## src/rtl/idmc_cfg.svh

```systemverilog
// constants for the interrupt detect and mask block
`ifndef IDMC_CFG_SVH
`define IDMC_CFG_SVH
`define IDMC_CFG_RESET 32'h0000_0000
`define IDMC_MASK_RESET 12'h000
`define IDMC_PEND_RESET 12'h000
`define IDMC_NPINS 8
`define IDMC_NSRC 12
`define IDMC_MODE_LSB 0
`define IDMC_DET_LSB 2
`define IDMC_GIE_BIT 10
`define IDMC_MOP_LSB 11
`define IDMC_VCE_BIT 13
`define IDMC_SAMP_BIT 14
`define IDMC_DMAS_BIT 15
`define IDMC_SAMP_DEBOUNCE 1'h0
`define IDMC_DET_EDGE 1'h1
`define IDMC_MIXED_LOW 3'h2
`define IDMC_CACHE_NIB 4'h2
`define IDMC_VEC_MIN 8'h08
`define IDMC_NMI_IDX 8
`define IDMC_PIN_IDLE 9'h1ff
`define IDMC_ALL_DED 8'hff
`define IDMC_MIXED_DED 8'he0
`define IDMC_NO_DED 8'h00
`endif

```

## src/rtl/idmc_pkg.sv

```systemverilog
// types for the interrupt detect and mask block
package idmc_pkg;
	typedef enum logic [1:0] {
		IDMC_DEDICATED = 2'b00,
		IDMC_EXPANDED = 2'b01,
		IDMC_MIXED = 2'b10,
		IDMC_MODE_RSVD = 2'b11
	} idmc_mode_t;
	typedef enum logic [1:0] {
		IDMC_MOP_KEEP = 2'b00,
		IDMC_MOP_DED = 2'b01,
		IDMC_MOP_EXP = 2'b10,
		IDMC_MOP_BOTH = 2'b11
	} idmc_mop_t;
endpackage : idmc_pkg

```

## src/rtl/idmc_ctrl.sv

```systemverilog
// interrupt pin detection, pending and mask handling
//
// Summary of operation
// [RL1] save mask to slot on hardware service
// [RL2] then optionally clear mask; nmi unaffected
// [RL3] two-bit field picks mask clear action
// [RL4] simultaneous dedicated and expanded counts expanded
// [RL5] priority-31 may preempt priority-31 handler
// [RL6] software selects save-and-clear for expanded priority-31
// [RL7] return never restores mask from slot
// [RL8] two-bit field selects pin mode
// [RL9] per-pin level or edge; fixed for others
// [RL10] edge pin: falling transition sets pending
// [RL11] level pin sets pending; pending is sticky
// [RL12] service clears pending; active level re-sets
// [RL13] handler clears level source before return
// [RL14] global bit picks debounce; expanded always debounced
// [RL15] debounce needs stable low several clocks
// [RL16] synchronise inputs, sample every second clock
// [RL17] global enable gates pins and dma
// [RL18] vector cache bit; only low nibble 0010
// [RL19] bit holds dma during interrupt invocation
// [RL20] software writes zero to upper sixteen bits
// [RL21] control register loaded at init or reload
// [RL22] bits 0-7 pins, 8-11 dma
// [RL23] mask resets zero; pending kept on warm
// [RL24] mixed: pins 0-4 expanded, low bits 010
// [RL25] mask bit zero disables its source
// [RL26] mode and mask-op encodings fixed
// [RL27] debounce is three consecutive low samples
`timescale 1ns/1ps
`include "idmc_cfg.svh"

module idmc_ctrl (
	input wire logic clk, // 25 MHz processor clock
	input wire logic reset_n, // synchronous reset
	input wire logic cold_start, // with reset: also clear pending
	input wire logic [7:0] ext_req_n, // external request pins
	input wire logic nmi_req_n, // non-maskable request pin
	input wire logic [3:0] dma_req, // dma channel request pulses
	input wire logic cfg_load, // load control register
	input wire logic [31:0] cfg_data, // control register value
	input wire logic mask_wr, // software mask write
	input wire logic [11:0] mask_wdata, // mask write data
	input wire logic pend_wr, // software pending write
	input wire logic [11:0] pend_wdata, // pending write data
	input wire logic srv, // hardware interrupt service pulse
	input wire logic srv_ded, // service includes dedicated source
	input wire logic srv_exp, // service includes expanded source
	input wire logic [3:0] srv_idx, // dedicated source being served
	input wire logic invoking, // interrupt procedure being called
	output logic [31:0] interrupt_control_config, // control register
	output logic [11:0] interrupt_mask, // mask register
	output logic [11:0] interrupt_pending, // pending register
	output logic [11:0] saved_mask_slot, // mask saved on service
	output logic hw_request, // unmasked dedicated request
	output logic [7:0] exp_vector, // expanded vector number
	output logic exp_valid, // expanded request, unmasked
	output logic nmi_event, // non-maskable event pulse
	output logic vector_cache_select, // vectors from internal memory
	output logic vec_cacheable, // expanded vector may be cached
	output logic dma_hold // suspend dma now
);
	idmc_pkg::idmc_mode_t mode;
	idmc_pkg::idmc_mop_t mop;
	logic [8:0] sync1;
	logic [8:0] sync2;
	logic [8:0] hist0;
	logic [8:0] hist1;
	logic [8:0] hist2;
	logic [8:0] prev_det;
	logic [8:0] det;
	logic [8:0] deb_sel;
	logic [8:0] fall;
	logic [7:0] ded;
	logic [11:0] set_vec;
	logic [11:0] clr_vec;
	logic [11:0] next_pending;
	logic sample_en;
	logic gie;
	logic clr_now;

	// pins owned by dedicated logic for a mode
	function automatic logic [7:0] ded_pins(input idmc_pkg::idmc_mode_t m);
		logic [7:0] r;
		r = `IDMC_NO_DED;
		unique case (m)
			idmc_pkg::IDMC_DEDICATED: r = `IDMC_ALL_DED;
			idmc_pkg::IDMC_MIXED: r = `IDMC_MIXED_DED; // RL24
			idmc_pkg::IDMC_EXPANDED: r = `IDMC_NO_DED;
			default: r = `IDMC_NO_DED;
		endcase
		return r;
	endfunction : ded_pins

	assign mode = idmc_pkg::idmc_mode_t'(interrupt_control_config[`IDMC_MODE_LSB +: 2]); // RL8 RL26
	assign mop = idmc_pkg::idmc_mop_t'(interrupt_control_config[`IDMC_MOP_LSB +: 2]); // RL26
	assign gie = interrupt_control_config[`IDMC_GIE_BIT];
	assign ded = ded_pins(mode);
	assign vector_cache_select = interrupt_control_config[`IDMC_VCE_BIT];
	assign dma_hold = interrupt_control_config[`IDMC_DMAS_BIT] & invoking; // RL19

	// control register: loaded from the table at init and on reload
	always_ff @(posedge clk) begin
		if (!reset_n) begin
			interrupt_control_config <= `IDMC_CFG_RESET;
		end else if (cfg_load) begin
			interrupt_control_config <= cfg_data; // RL21
		end
	end

	// two-stage synchroniser; first stage feeds nothing else
	always_ff @(posedge clk) begin
		if (!reset_n) begin
			sync1 <= `IDMC_PIN_IDLE;
			sync2 <= `IDMC_PIN_IDLE;
		end else begin
			sync1 <= {nmi_req_n, ext_req_n}; // RL16
			sync2 <= sync1;
		end
	end

	// one sample every second clock edge
	always_ff @(posedge clk) begin
		if (!reset_n) begin
			sample_en <= 1'b0;
		end else begin
			sample_en <= ~sample_en; // RL16
		end
	end

	// low-level history; bit set means low was sampled
	always_ff @(posedge clk) begin
		if (!reset_n) begin
			hist0 <= 9'h000;
			hist1 <= 9'h000;
			hist2 <= 9'h000;
			prev_det <= 9'h000;
		end else if (sample_en) begin
			hist0 <= ~sync2;
			hist1 <= hist0;
			hist2 <= hist1; // RL27
			prev_det <= det;
		end
	end

	// expanded pins ignore the global choice and always debounce
	always_comb begin
		deb_sel[7:0] = ~ded; // RL14
		deb_sel[`IDMC_NMI_IDX] = 1'b0;
		if (interrupt_control_config[`IDMC_SAMP_BIT] == `IDMC_SAMP_DEBOUNCE) begin
			deb_sel = 9'h1ff; // RL14
		end
		det = (deb_sel & hist0 & hist1 & hist2) | (~deb_sel & hist0); // RL15 RL27
		fall = det & ~prev_det & {9{sample_en}};
	end

	// nmi is always edge detected and never masked
	always_ff @(posedge clk) begin
		if (!reset_n) begin
			nmi_event <= 1'b0;
		end else begin
			nmi_event <= fall[`IDMC_NMI_IDX]; // RL9
		end
	end

	// pending sets: edge or level per dedicated pin, dma pulses
	always_comb begin
		set_vec = {dma_req, 8'h00}; // RL22
		for (int i = 0; i < `IDMC_NPINS; i++) begin
			if (interrupt_control_config[`IDMC_DET_LSB + i] == `IDMC_DET_EDGE) begin
				set_vec[i] = ded[i] & fall[i]; // RL10
			end else begin
				set_vec[i] = ded[i] & det[i]; // RL9 RL11
			end
		end
		clr_vec = 12'h000;
		clr_now = srv & srv_ded & (srv_idx < 4'(`IDMC_NSRC));
		if (clr_now) begin
			clr_vec[srv_idx] = 1'b1; // RL12
		end
		next_pending = interrupt_pending;
		if (pend_wr) begin
			next_pending = pend_wdata;
		end
		next_pending = (next_pending & ~clr_vec) | set_vec; // RL11 RL12
	end

	// pending is not touched by a warm reset
	always_ff @(posedge clk) begin
		if (!reset_n && cold_start) begin
			interrupt_pending <= `IDMC_PEND_RESET;
		end else if (reset_n) begin
			interrupt_pending <= next_pending; // RL23
		end
	end

	// mask: saved then cleared by the mask-op field on service
	always_ff @(posedge clk) begin
		if (!reset_n) begin
			interrupt_mask <= `IDMC_MASK_RESET; // RL23
			saved_mask_slot <= `IDMC_MASK_RESET;
		end else if (srv) begin
			saved_mask_slot <= interrupt_mask; // RL1
			unique case (mop)
				idmc_pkg::IDMC_MOP_KEEP: interrupt_mask <= interrupt_mask; // RL3
				idmc_pkg::IDMC_MOP_DED: begin
					if (srv_ded && !srv_exp) begin
						interrupt_mask <= `IDMC_MASK_RESET; // RL2 RL4
					end
				end
				idmc_pkg::IDMC_MOP_EXP: begin
					if (srv_exp) begin
						interrupt_mask <= `IDMC_MASK_RESET; // RL2 RL4
					end
				end
				idmc_pkg::IDMC_MOP_BOTH: interrupt_mask <= `IDMC_MASK_RESET; // RL2
			endcase
		end else if (mask_wr) begin
			// only software restores the mask after return
			interrupt_mask <= mask_wdata; // RL7
		end
	end

	// expanded vector from debounced pins
	always_comb begin
		exp_vector = 8'h00;
		if (mode == idmc_pkg::IDMC_EXPANDED) begin
			exp_vector = det[7:0];
		end else if (mode == idmc_pkg::IDMC_MIXED) begin
			exp_vector = {det[4:0], `IDMC_MIXED_LOW}; // RL24
		end
	end

	// no in-service lockout here, so a level-31 request can preempt
	assign exp_valid = gie & interrupt_mask[0] & (exp_vector >= `IDMC_VEC_MIN); // RL5 RL17 RL25
	assign hw_request = gie & |(interrupt_pending & interrupt_mask); // RL17 RL25
	assign vec_cacheable = vector_cache_select & (exp_vector[3:0] == `IDMC_CACHE_NIB); // RL18
endmodule : idmc_ctrl

```

## config.mk

```make
export PLATFORM = sky130hd
export DESIGN_NAME = idmc_ctrl
export DESIGN_NICKNAME = d
export VERILOG_FILES = /design/src/rtl/idmc_pkg.sv /design/src/rtl/idmc_ctrl.sv
export VERILOG_INCLUDE_DIRS = /design/src /design/src/rtl
export SDC_FILE = /design/constraint.sdc
export NUM_CORES = 1
export LEC_CHECK = 0
export BUFFER_PORTS_ARGS = -buffer_cell sky130_fd_sc_hd__buf_4
export CAP_MARGIN = 20
export CORE_AREA = 2 2 101 103
export CTS_CLUSTER_DIAMETER = 80
export DETAILED_ROUTE_END_ITERATION = 12
export DIE_AREA = 0 0 103 105
export HOLD_SLACK_MARGIN = 0.05
export MAX_ROUTING_LAYER = met4
export PLACE_DENSITY = 0.84
export SLEW_MARGIN = 0
export SYNTH_ARGS = -nofsm -noshare
export SYNTH_HDL_FRONTEND = slang
export SYNTH_SLANG_ARGS = --single-unit
```

## constraint.sdc

```tcl
create_clock -name clk -period 2.35 [get_ports clk]
set_input_delay 0.1175 -clock clk [delete_from_list [all_inputs] [get_ports clk]]
set_output_delay 0.1175 -clock clk [all_outputs]
set_load 0.03 [all_outputs]
```

==> impl_metrics.ini <==
[floorplan]
die_area_sq_um = 10800
initial_core_util_pct = 54.2
num_rows = 36
ios = 165
dieWidth_um = 103
die_h_um = 105
coreArea_sq_um = 9640

[layout]
multiInputGateArea_sq_um = 2600
nFillCells = 566
stdcell_count = 889
syn2layout_area_growth_pct = 50.8
area.sequential_sq_um = 2490
diodes = 0
drive_above_1_share_pct = 27.5
layout.nets = 827

[route]
drcViolationCount = 0
drt_pre_antenna_iters = 5
ant_nets = 0
totalWireLength_mm = 16.2
drt_iter0_drc = 280
viasPerCell = 5.60
num_vias = 4974
wl_per_cell_um = 18.2

[setup_path]
path_cells = or3b_4, a21bo_4, a211o_1, o311ai_1, buf_4
arrival_ns = 2.17
crit_path_max_fanout = 7
critical_path_required_ns = 2.23
reg2reg_slack_ns = 0.21
path_class = register to primary output
cp_slowest_cell = or3b_4
critPathCaptureType = primary output
critPathMaxStageDelay_ns = 0.43
startpoint_type = register

[synthesis]
synth_area_sq_um = 5230
synthCells = 516
synth_edf_count = 0
async_flop_share_pct = 0
synth_cell_types = 38
synth_flop_cell = dfxtp_1
synth.avg_cell_area_sq_um = 10.1
syn_nets = 599
ys_warn_count = 0
synth_seq_cells = 124
ys_seq_area_share_pct = 47.5

[min_path]
hold_class = input port to register

[cts]
cts_tree = yes
path_clk_slew_ns = 0.06
htree_levels = 4
cts.path.max_buffers = 2
cts_buffers = 17
post_cts.repair.setup_buffers = 0
clock-sinks = 124
clk_latency_ns = 0.53
clockRootBuffer = clkbuf_8

[global_route]
met2_usage_pct = 48.7
grt.met3_usage_pct = 7.89
track_usage_pct = 31.0
gr-total-overflow = 0
top_usage_layer = met2
met1_usage_pct = 35.4
grt_pass1_vias = 5005
grt_first_pass_wirelength_mm = 25.1
grt_max_degree = 62
antenna_found_initial = 0

[timing]
fmax_mhz = 437
timing.final.hold_violations = 0
period_share_pct = 97.3
period_minus_slack_ns = 2.29
finalMaxSlewViolations = 0
grt_setup_unrepaired = false
tightest_slew_ns = 1.20
slew_headroom_pct = 20.1
finClkSkew_ns = 0.00705
setup_tns_ns = 0
setup_viol = 0

[flow_run]
maxCapViolations = 0

[power]
internal_power_w = 0.00426
ir_worst_vdd_mv = 0.467
power_leakage_nw = 3.45
power_density_nw_per_um2 = 733
p_sw_w = 0.00152
p_total_w = 0.00577
swShare_pct = 26.3
p_clk_share_pct = 44.8
comb_power_share_pct = 15.0
power_frac_seq_pct = 40.1

[placed_design]
dp_hpwl_mm = 9.77
placed_cells = 782
numPortBuffers = 164
gp_congestion = 0.874

[status]
outcome = finished clean
-- synthesized netlist by cell type, types with 3 or more instances --
cell / number / area, sq um
a221oi_1: 3 / 26.3
a21boi_0: 15 / 113
o211a_1: 9 / 90.1
a22o_1: 3 / 26.3
nor2b_1: 74 / 463
nand2_1: 18 / 67.6
a41oi_1: 3 / 26.3
inv_1: 3 / 11.3
nand3b_1: 12 / 90.1
o22ai_1: 5 / 31.3
a21oi_1: 3 / 15.0
nand3_1: 17 / 85.1
o21ai_0: 22 / 110
buf_2: 14 / 70.1
dfxtp_1: 124 / 2480
mux2i_1: 89 / 891
nand2b_1: 33 / 206
nor2_1: 5 / 18.8
o21a_1: 4 / 30.0
and2_1: 8 / 50.1
a31oi_1: 16 / 100
clkbuf_1: 18 / 67.6
-- cell families after synthesis --
family,count (synthesis),share of synthesized area [%]
buf+inv,38,3.16
flops,124,47.5
mux,89,17.0
compound gates,89,11.9
simple gates,176,20.4
-- critical path: cells and delay by family (launching register included) --
kind,cells,cell delay [ns]
AOI/OAI and AO/OA,3,0.60
and+or+nand+nor,1,0.43
DFF,1,0.40
buffers and inverters,1,0.22
-- metrics by stage --
step                setup slack (ns)  cell area [sq um]  utilization [%]  hold slack [ns]
global route                 0.00567               7880             81.8            0.118
finish                        0.0624               7880             81.8           0.0624
detailed placement             0.559               6510             67.6            0.303
floorplan                      0.116               5240                -            0.219
global placement               0.638               6510             67.6            0.302
CTS                           0.0287               7870             81.7           0.0536
-- cell type report --
type	count	area share, %
flip-flops and latches	124	31.6
well taps	133	2.11
clock inverters	13	2.14
inverters	3	0.143
multi-input cells	354	33.0
clock buffers	18	5.30
repair buffers	244	25.7
-- flip-flops by register name, indices dropped and copies added (netlist names) --
register and flops:
sync2 9, interrupt_pending 12, interrupt_mask 12, hist2 9, nmi_event 1, hist0 9, saved_mask_slot 12, sample_en 1
prev_det 9, sync1 9, hist1 9, interrupt_control_config 32
-- power by group through the flow --
stage | Combinational [W] | Sequential [W] | Clock [W]
after floorplan | 0.000320 | 0.00246 | 0
after global placement | 0.000719 | 0.00235 | 0
after detailed placement | 0.000736 | 0.00235 | 0
after CTS | 0.000842 | 0.00231 | 0.00260
after global routing | 0.000917 | 0.00233 | 0.00271
final | 0.000868 | 0.00232 | 0.00259
-- final timing paths --
path                                      from                   end  depth (start not counted)
setup / recovery  interrupt_control_config[14]             exp_valid                          5
hold / removal                   pend_wdata[6]  interrupt_pending[6]                          5
setup reg to reg          interrupt_pending[9]  interrupt_pending[9]                          6
hold reg to reg                       sync1[8]              sync2[8]                          1
-- metal layers --
layer / vias up / part of all wire, %
li1: 2271 / -
met1: 2335 / 39
met2: 286 / 47
met3: 82 / 7.9
met4: 0 / 5.9
met5: - / 0
-- layout by cell type (no fill, tap or decap), drive strengths merged, types with 3 or more instances in the layout --
master       Yosys  layout
o211a            9       9
o21a             4       4
clkinv           0       4
a31oi           16      16
dlygate4sd3      0      76
clkbuf          19      19
clkinvlp         0       4
buf             16     167
o21ai           23      23
a21oi            3       3
nand2b          33      33
mux2i           89      89
and2             8       8
nand2           18      18
a221oi           3       3
nor2b           74      74
inv              3       5
dfxtp          124     124
bufinv           0       3
a41oi            3       3
a22o             3       3
o22ai            5       5
a21boi          15      15
nand3           17      17
nor2             5       5
nand3b          12      12
-- timing repair --
action / 4_1_cts / 5_1_grt
hold buffers: 76 / 0
gates resized for setup: 4 / 5
endpoints found under the hold margin: 66 / 0
pin swaps: 0 / 0
setup endpoints to repair: 2 / 3
No activity file was read; power rests on OpenSTA's default activity.
